`src/core/mlmh_pkg.sv`:
```
// Constants, codes and carrier types of the meter link message handler.
// Assumes a 100 MHz system clock and the link-layer framer outside.
package mlmh_pkg;

    // Clock period and one second, in ns; cycles per second derive from them.
    localparam int unsigned CLK_PERIOD_NS = 10;
    localparam int unsigned ONE_SEC_NS = 1000000000;
    localparam int unsigned CYC_PER_SEC = ONE_SEC_NS / CLK_PERIOD_NS;

    // Longest periodic interval per radio mode, in minutes and in seconds.
    localparam logic [15:0] MAX_S_MIN = 16'h005a;
    localparam logic [15:0] MAX_T_MIN = 16'h000f;
    localparam logic [15:0] SEC_PER_MIN = 16'h003c;
    localparam logic [15:0] MAX_S_SEC = 16'((32'(MAX_S_MIN) * 32'(SEC_PER_MIN)));
    localparam logic [15:0] MAX_T_SEC = 16'((32'(MAX_T_MIN) * 32'(SEC_PER_MIN)));

    // Installation frame period and installation timeout, in seconds.
    localparam logic [15:0] INST_PERIOD_SEC = 16'h000a;
    localparam logic [15:0] INST_TIMEOUT_SEC = 16'h0258;

    // Control codes.
    localparam logic [7:0] C_SND_NR = 8'h44;
    localparam logic [7:0] C_ACC_DMD = 8'h48;
    localparam logic [7:0] C_ACC_NR = 8'h47;
    localparam logic [7:0] C_INST = 8'h46;
    localparam logic [7:0] C_CNF_INST = 8'h06;
    localparam logic [7:0] C_SND_UD_A = 8'h53;
    localparam logic [7:0] C_SND_UD_B = 8'h73;
    localparam logic [7:0] C_REQ1_A = 8'h5a;
    localparam logic [7:0] C_REQ1_B = 8'h7a;
    localparam logic [7:0] C_REQ2_A = 8'h5b;
    localparam logic [7:0] C_REQ2_B = 8'h7b;
    localparam logic [7:0] C_ACK = 8'h00;
    localparam logic [7:0] C_RSP_UD = 8'h08;

    // Application codes.
    localparam logic [7:0] CI_SET_TIME = 8'h6c;
    localparam logic [7:0] CI_ADJ_TIME = 8'h6d;
    localparam logic [7:0] CI_METER = 8'h7a;

    // One-byte control field: four single-bit fields over a function nibble.
    typedef struct packed {
        logic rsvd;
        logic prm;
        logic fcb;
        logic fcv;
        logic [3:0] func;
    } mlmh_ctrl_t;

    // Received frame header.
    typedef struct packed {
        mlmh_ctrl_t c;
        logic [7:0] ci;
    } mlmh_rx_t;

    // Frame header handed to the framer for transmission.
    typedef struct packed {
        mlmh_ctrl_t c;
        logic [7:0] ci;
        logic sync;
        logic [7:0] acc;
        logic [7:0] status;
    } mlmh_tx_t;

    typedef enum logic [1:0] {
        ST_IDLE = 2'b01,
        ST_SEND = 2'b10
    } mlmh_st_t;

    // Whole state of the handler.
    typedef struct packed {
        mlmh_st_t st;
        mlmh_tx_t tx;
        logic per_pend;
        logic inst_pend;
        logic rep_pend;
        mlmh_ctrl_t rep_c;
        logic installing;
        logic [7:0] acc;
        logic [15:0] per_cnt;
        logic [15:0] inst_per;
        logic [15:0] inst_tmo;
        logic time_set;
        logic time_adj;
    } mlmh_state_t;

    // State of the seconds prescaler.
    typedef struct packed {
        logic [26:0] cnt;
        logic tick;
    } mlmh_pre_t;

endpackage : mlmh_pkg

```
`src/core/mlmh_handler.sv`:
```
// Message-type handling of a wireless meter at the link layer.
// Assumes a framer that takes TX when TX_VALID and TX_READY are both high,
// and that presents each received header for one cycle on RX_VALID.
`timescale 1ns/1ps
`default_nettype none
module mlmh_handler #(
    parameter int unsigned CYC_PER_SEC = mlmh_pkg::CYC_PER_SEC
) (
    input wire logic CLK,
    input wire logic SRST,
    input wire logic T_MODE,
    input wire logic [15:0] INTERVAL_SEC,
    input wire logic KEY_VALID,
    input wire logic BIDIR,
    input wire logic INSTALL_BTN,
    input wire logic [7:0] ALARM_STATUS,
    input wire logic RX_VALID,
    input wire mlmh_pkg::mlmh_rx_t RX,
    output logic TX_VALID,
    output mlmh_pkg::mlmh_tx_t TX,
    input wire logic TX_READY,
    output logic TIME_SET,
    output logic TIME_ADJ,
    output logic INSTALLING
);
    mlmh_pkg::mlmh_state_t s;
    mlmh_pkg::mlmh_state_t next_s;
    logic sec_tick;
    logic [15:0] per_cap;
    logic [15:0] per_lim;
    logic [7:0] rx_c;

    mlmh_prescale #(
        .LIMIT(CYC_PER_SEC)
    ) u_sec (
        .CLK(CLK),
        .SRST(SRST),
        .TICK(sec_tick)
    );

    // Effective interval: at least one second and no more than the mode cap.
    always_comb begin
        per_cap = T_MODE ? mlmh_pkg::MAX_T_SEC : mlmh_pkg::MAX_S_SEC;
        if (INTERVAL_SEC == 16'h0000) begin
            per_lim = 16'h0001;
        end else if (INTERVAL_SEC > per_cap) begin
            per_lim = per_cap;
        end else begin
            per_lim = INTERVAL_SEC;
        end
    end

    assign rx_c = RX.c;

    // Next state: transmit scheduling first, so that events set later win.
    always_comb begin
        next_s = s;
        next_s.time_set = 1'b0;
        next_s.time_adj = 1'b0;
        // Frame launch and completion; replies beat installation beats periodic.
        unique case (s.st)
            mlmh_pkg::ST_IDLE: begin
                if (s.rep_pend || s.inst_pend || s.per_pend) begin
                    next_s.st = mlmh_pkg::ST_SEND;
                    next_s.tx.ci = mlmh_pkg::CI_METER;
                    next_s.tx.acc = s.acc;
                    next_s.acc = s.acc + 8'h01;
                    next_s.tx.status = ALARM_STATUS;
                    if (s.rep_pend) begin
                        next_s.tx.c = s.rep_c;
                        next_s.rep_pend = 1'b0;
                    end else if (s.inst_pend) begin
                        next_s.tx.c = mlmh_pkg::C_INST;
                        next_s.inst_pend = 1'b0;
                    end else begin
                        next_s.tx.c = mlmh_pkg::C_SND_NR;
                        next_s.per_pend = 1'b0;
                    end
                    next_s.tx.sync = (next_s.tx.c == mlmh_pkg::C_SND_NR) ||
                        (next_s.tx.c == mlmh_pkg::C_ACC_DMD) ||
                        (next_s.tx.c == mlmh_pkg::C_ACC_NR);
                end
            end
            mlmh_pkg::ST_SEND: begin
                if (TX_READY) begin
                    next_s.st = mlmh_pkg::ST_IDLE;
                end
            end
            default: begin
                next_s.st = mlmh_pkg::ST_IDLE;
            end
        endcase
        // Periodic interval timer in whole seconds.
        if (sec_tick) begin
            if (s.per_cnt >= per_lim - 16'h0001) begin
                next_s.per_cnt = 16'h0000;
                next_s.per_pend = 1'b1;
            end else begin
                next_s.per_cnt = s.per_cnt + 16'h0001;
            end
        end
        // Installation period and timeout while installing.
        if (s.installing && sec_tick) begin
            next_s.inst_per = s.inst_per + 16'h0001;
            next_s.inst_tmo = s.inst_tmo + 16'h0001;
            if (s.inst_per >= mlmh_pkg::INST_PERIOD_SEC - 16'h0001) begin
                next_s.inst_per = 16'h0000;
                next_s.inst_pend = 1'b1;
            end
            if (s.inst_tmo >= mlmh_pkg::INST_TIMEOUT_SEC - 16'h0001) begin
                next_s.installing = 1'b0;
                next_s.inst_pend = 1'b0;
            end
        end
        // Manual trigger starts installation with an immediate frame.
        if (INSTALL_BTN) begin
            next_s.installing = 1'b1;
            next_s.inst_pend = 1'b1;
            next_s.inst_per = 16'h0000;
            next_s.inst_tmo = 16'h0000;
        end
        // Received commands; a one-way meter ignores them all.
        if (RX_VALID && BIDIR) begin
            unique case (rx_c)
                mlmh_pkg::C_SND_UD_A, mlmh_pkg::C_SND_UD_B: begin
                    next_s.rep_pend = 1'b1;
                    next_s.rep_c = mlmh_pkg::C_ACK;
                    // Plain time data only; no encrypted time is decoded.
                    next_s.time_set = KEY_VALID && (RX.ci == mlmh_pkg::CI_SET_TIME);
                    next_s.time_adj = KEY_VALID && (RX.ci == mlmh_pkg::CI_ADJ_TIME);
                end
                mlmh_pkg::C_REQ1_A, mlmh_pkg::C_REQ1_B: begin
                    next_s.rep_pend = 1'b1;
                    // Data when an alarm is standing, a bare acknowledge otherwise.
                    next_s.rep_c = (ALARM_STATUS != 8'h00) ? mlmh_pkg::C_RSP_UD
                        : mlmh_pkg::C_ACK;
                end
                mlmh_pkg::C_REQ2_A, mlmh_pkg::C_REQ2_B: begin
                    next_s.rep_pend = 1'b1;
                    next_s.rep_c = mlmh_pkg::C_RSP_UD;
                end
                mlmh_pkg::C_CNF_INST: begin
                    next_s.installing = 1'b0;
                    next_s.inst_pend = 1'b0;
                end
                default: begin
                    next_s.rep_pend = next_s.rep_pend;
                end
            endcase
        end
    end

    // State register.
    always_ff @(posedge CLK) begin
        if (SRST) begin
            s <= '0;
            s.st <= mlmh_pkg::ST_IDLE;
        end else begin
            s <= next_s;
        end
    end

    // Outputs straight from the state.
    assign TX_VALID = (s.st == mlmh_pkg::ST_SEND);
    assign TX = s.tx;
    assign TIME_SET = s.time_set;
    assign TIME_ADJ = s.time_adj;
    assign INSTALLING = s.installing;

    // Helper: access number of the previous frame.
    logic sent_once;
    logic [7:0] last_acc;
    always_ff @(posedge CLK) begin
        if (SRST) begin
            sent_once <= 1'b0;
            last_acc <= 8'h00;
        end else if (TX_VALID && TX_READY) begin
            sent_once <= 1'b1;
            last_acc <= TX.acc;
        end
    end

    a_sync_codes: assert property (@(posedge CLK) disable iff (SRST)
        TX_VALID && TX.sync |-> (TX.c == mlmh_pkg::C_SND_NR) ||
        (TX.c == mlmh_pkg::C_ACC_DMD) || (TX.c == mlmh_pkg::C_ACC_NR))
        else $error("Sync flag on a code that may not be synchronous.");
    a_periodic_sync: assert property (@(posedge CLK) disable iff (SRST)
        TX_VALID && TX.c == mlmh_pkg::C_SND_NR |-> TX.sync)
        else $error("Periodic frame without sync flag.");
    a_acc_step: assert property (@(posedge CLK) disable iff (SRST)
        $rose(TX_VALID) && sent_once |-> TX.acc == last_acc + 8'h01)
        else $error("Access number did not step by one.");
    a_interval_cap: assert property (@(posedge CLK) disable iff (SRST)
        per_lim <= (T_MODE ? 16'h0384 : 16'h1518) && per_lim != 16'h0000)
        else $error("Interval exceeds the mode limit.");
    a_snd_ack: assert property (@(posedge CLK) disable iff (SRST)
        RX_VALID && BIDIR && (rx_c == 8'h53 || rx_c == 8'h73)
        |=> s.rep_pend && s.rep_c == 8'h00)
        else $error("Send-user-data not queued for acknowledge.");
    a_time_ack: assert property (@(posedge CLK) disable iff (SRST)
        RX_VALID && BIDIR && rx_c == 8'h53 && RX.ci == 8'h6c && !KEY_VALID
        |=> s.rep_pend && !TIME_SET)
        else $error("Time command without key not acknowledged or applied.");
    a_time_key: assert property (@(posedge CLK) disable iff (SRST)
        TIME_SET || TIME_ADJ |-> $past(KEY_VALID))
        else $error("Time changed without a valid key.");
    a_req1_ans: assert property (@(posedge CLK) disable iff (SRST)
        RX_VALID && BIDIR && (rx_c == 8'h5a || rx_c == 8'h7a)
        |=> s.rep_pend && (s.rep_c == 8'h00 || s.rep_c == 8'h08))
        else $error("Class-1 request got a wrong answer.");
    a_req2_rsp: assert property (@(posedge CLK) disable iff (SRST)
        RX_VALID && BIDIR && (rx_c == 8'h5b || rx_c == 8'h7b)
        |=> s.rep_pend && s.rep_c == 8'h08)
        else $error("Class-2 request not answered with user data.");
    a_drop_unknown: assert property (@(posedge CLK) disable iff (SRST)
        RX_VALID && (!BIDIR || !(rx_c inside {8'h53, 8'h73, 8'h5a, 8'h7a, 8'h5b, 8'h7b}))
        && !s.rep_pend |=> !s.rep_pend)
        else $error("Unsupported code produced a reply.");
    a_inst_stop: assert property (@(posedge CLK) disable iff (SRST)
        RX_VALID && BIDIR && rx_c == 8'h06 && !INSTALL_BTN |=> !INSTALLING && !s.inst_pend)
        else $error("Confirmation did not end installation.");
    a_status_byte: assert property (@(posedge CLK) disable iff (SRST)
        $rose(TX_VALID) |-> TX.status == $past(ALARM_STATUS))
        else $error("Status byte not taken at frame launch.");

    c_periodic: cover property (@(posedge CLK) TX_VALID && TX_READY && TX.c == 8'h44);
    c_reply: cover property (@(posedge CLK) TX_VALID && TX_READY && TX.c == 8'h08);
    c_install_cnf: cover property (@(posedge CLK) $fell(INSTALLING));
    c_time_set: cover property (@(posedge CLK) TIME_SET);

endmodule : mlmh_handler
`default_nettype wire

```
`src/core/mlmh_prescale.sv`:
```
// Prescaler that gives a one-cycle tick every LIMIT clock cycles.
// Assumes LIMIT fits the 27-bit count of the package type.
`timescale 1ns/1ps
`default_nettype none
module mlmh_prescale #(
    parameter int unsigned LIMIT = mlmh_pkg::CYC_PER_SEC
) (
    input wire logic CLK,
    input wire logic SRST,
    output logic TICK
);
    mlmh_pkg::mlmh_pre_t s;
    mlmh_pkg::mlmh_pre_t next_s;

    // Count up and wrap, pulsing the tick on the wrap.
    always_comb begin
        next_s = s;
        next_s.tick = 1'b0;
        if (s.cnt >= 27'(LIMIT - 1)) begin
            next_s.cnt = '0;
            next_s.tick = 1'b1;
        end else begin
            next_s.cnt = s.cnt + 27'h1;
        end
    end

    always_ff @(posedge CLK) begin
        if (SRST) begin
            s <= '0;
        end else begin
            s <= next_s;
        end
    end

    assign TICK = s.tick;

    a_tick_single: assert property (@(posedge CLK) disable iff (SRST)
        TICK && LIMIT > 1 |=> !TICK) else $error("Prescaler tick lasted two cycles.");

endmodule : mlmh_prescale
`default_nettype wire
```
`config.mk`:
```
export PLATFORM = sky130hd
export DESIGN_NAME = mlmh_handler
export DESIGN_NICKNAME = d
export VERILOG_FILES = /design/src/core/mlmh_pkg.sv /design/src/core/mlmh_handler.sv /design/src/core/mlmh_prescale.sv
export SDC_FILE = /design/constraint.sdc
export NUM_CORES = 1
export LEC_CHECK = 0
export BUFFER_PORTS_ARGS = -buffer_cell sky130_fd_sc_hd__buf_2
export CORE_MARGIN = 10
export CORE_UTILIZATION = 58
export CTS_CLUSTER_SIZE = 12
export DETAILED_ROUTE_END_ITERATION = 16
export GPL_ROUTABILITY_DRIVEN = 0
export PLACE_DENSITY = 0.91
export SETUP_SLACK_MARGIN = 0.05
export SYNTH_ARGS = -nofsm -noshare
export SYNTH_HDL_FRONTEND = slang
export SYNTH_HIERARCHICAL = 1
export SYNTH_SLANG_ARGS = --single-unit
```
`constraint.sdc`:
```
create_clock -name CLK -period 5.6 [get_ports CLK]
set_input_delay 0.56 -clock CLK [delete_from_list [all_inputs] [get_ports CLK]]
set_output_delay 0.56 -clock CLK [all_outputs]
set_load 0.05 [all_outputs]
```
==> impl_metrics.yaml <==
outcome:
  outcome: "completed"
yosys:
  synth_most_common_cell: "dfxtp_1"
  synth.avg_cell_area_um2: 8.53
  synth.top_cells.by_count: "dfxtp_1 (114), nor2_1 (83), nand2_1 (80)"
  yosysTopAreaCellShare_pct: 36.7
  syn_inst: 729
  synth_ff_type: "dfxtp_1"
  synth_area_leader_cell: "dfxtp_1"
  ys_types: 67
  synthArstFlopShare_pct: 0
  seq_area_frac_synth_pct: 36.7
  synth-edff-count: 0
  synth.cell_area_um2: 6220
  ys_seq_elements: 114
  netlist_top_cells_area: "dfxtp_1 (37%), xor2_1 (6.5%), ha_1 (6.2%)"
  yosysWarnings: 6
critical_path:
  crit_required_ps: 6040
  crit_type: "primary input to flop"
  cp_max_fo: 16
  crit_slowest_cell: "or3_1"
  path_cells: "buf_2 -> inv_1 -> ha_1 -> nor4bb_1 -> o21ai_0 -> and4b_1 -> or2_1 -> a21boi_0 -> ha_1 -> and2b_2 -> nand3_1 -> a221oi_1 -> xor2_1 -> o21ai_1 -> ha_1 -> a21o_1 -> a21oi_1 -> nor2b_1 -> o21ai_0 -> o21ai_0 -> or3_1 -> nor2_1"
  start_kind: "primary input"
  critPathMaxStageDelay_ps: 580
  worst_ep_arrival_time_ps: 5010
  critical_path.endpoint_type: "flop"
clock_tree:
  clock_sinks: 114
  cts_resized: 0
  numCtsBuffers: 17
  max-clock-path-buffers: 2
  cts.htree.levels: 4
  clk_pin_slew_worst_paths_ps: 50
  hold_buffers: 0
  clock_latency_ps: 510
  root_buffer: "clkbuf_8"
  cts_setup_buffers: 0
  cts_tree: "yes"
routing:
  route.vias.total: 5322
  ant_nets: 0
  drt_iter0_drc: 370
  drc: 0
  drt-vias-per-instance: 5.79
  drtPass1Iterations: 5
  drt_wl_total_um: 14200
  routedWlPerCell_um: 15.4
global_route:
  grt_pass1_wl_um: 23300
  track_usage_pct: 18.5
  use_met1_pct: 21.2
  first_global_vias: 5130
  gr-usage-met2_pct: 32.2
  use_met3_pct: 4.38
  grt_start_max_net_pins: 41
  grt-ovfl-total: 0
  gr-max-usage-layer: "met2"
  antenna_found_initial: 0
place:
  dpl_cell_area_um2: 6400
  dpl.hpwl_um: 9490
  pre_cts_ws_ps: 548
  io_buffer_count: 77
sta:
  worst_pin_slew_ps: 818
  fin_ws_ps: 1020
  final_max_slew_viol_count: 0
  finalSetupViolations: 0
  fin_skew_ps: 6.96
  rsz0062_at_grt: "false"
  clock.fmax_mhz: 219
  hold_viol: 0
  slew_headroom_pct: 45.5
  post-route-min-period_ps: 4580
  tns_ps: 0
  min_period_over_period_pct: 81.7
cells_and_area:
  final_area_um2: 7040
  drive_above_1_share_pct: 17.9
  area_delta_synth_final_pct: 13.3
  nets: 849
  antenna_cells: 0
power:
  ir_drop_mv: 0.212
  powerDensity_nw_per_um2: 305
  power.leakage_nw: 2.84
floorplanning:
  die_h_um: 124
  ioPinCount: 85
  die_area_um2: 15300
  initial_core_util_pct: 59.9
  rows: 37
  core_um2: 10400
  die_w_um: 124
flow_run:
  cap_violations: 0
min_path:
  hold_class: "primary input to flop"
[metal layers]
layer	part of all wire [%]	vias up
li1	-	2638
met1	42	2503
met2	51	147
met3	5.1	34
met4	2.3	0
met5	0	-
[final timing paths]
| path | slack, ps | end | cells past startpoint | startpoint |
|---|---|---|---|---|
| max | 1020 | s[47] | 22 | T_MODE |
| max reg2reg | 3190 | s[47] | 9 | s[34] |
| min reg2reg | 450 | TX[2] | 2 | TX[2] |
| min | 250 | TIME_SET | 2 | RX[0] |
[logic make-up after synthesis]
logic type / share of synthesized area, %
adder cells (fa/ha/maj): 6.24
other: 0.121
buffers and inverters: 7.17
XOR/XNOR: 9.16
multiplexers: 0.725
AO/OA/AOI/OAI: 12.7
AND/OR/NAND/NOR: 27.2
flip-flops: 36.7
[critical path, delay by kind of cell]
kind / cells / cell delay [ps]
compound gates: 8 / 1300
xor+xnor: 1 / 180
fa+ha+maj: 3 / 840
buf+inv: 2 / 260
simple gates: 8 / 1870
[where the power goes]
part	internal, mW	leakage (nW)	switching, mW
clock network	0.779	0.300	0.379
logic	0.0492	1.62	0.114
registers	0.822	0.921	0.00827
total	1.65	2.84	0.502
[layout make-up]
type | instances | area (um2)
multi-input combinational | 548 | 3510
inverter | 10 | 37.5
clock buffer | 19 | 432
clock inverter | 13 | 208
timing repair buffer | 79 | 400
fill | 810 | 3330
sequential | 114 | 2280
tap | 136 | 170
[sequential cells by signal (all words and copies together), names as in the netlist]
| name | flops |
|---|---|
| TX | 21 |
| TIME_SET | 1 |
| s | 62 |
| INSTALLING | 1 |
| u_sec/s | 27 |
| u_sec/TICK | 1 |
| TIME_ADJ | 1 |
[through the flow]
step                      hold slack, ps  std cells  util [%]  total power, mW
after floorplan                      432        736         -            0.974
after global placement               439        887      61.8             1.00
after detailed placement             443        887      61.8             1.01
after CTS                            234        919      67.9             2.16
after global routing                 235        919      67.9             2.22
final                                255        919      67.9             2.15
[cells in the final DEF (no fill, tap or decap), types with 11 or more instances in the layout]
cell type / Yosys / layout
xor2_1: 46 / 46
nand4_1: 21 / 21
and3_1: 16 / 16
clkbuf_16: 0 / 16
ha_1: 31 / 31
a21oi_1: 32 / 32
nor4_1: 11 / 11
buf_2: 6 / 77
xnor2_1: 19 / 19
nor2_1: 83 / 83
nand3_1: 24 / 24
nor3_1: 24 / 24
nand2_1: 80 / 80
dfxtp_1: 114 / 114
o21ai_0: 19 / 19
No activity file was read; power rests on OpenSTA's default activity.
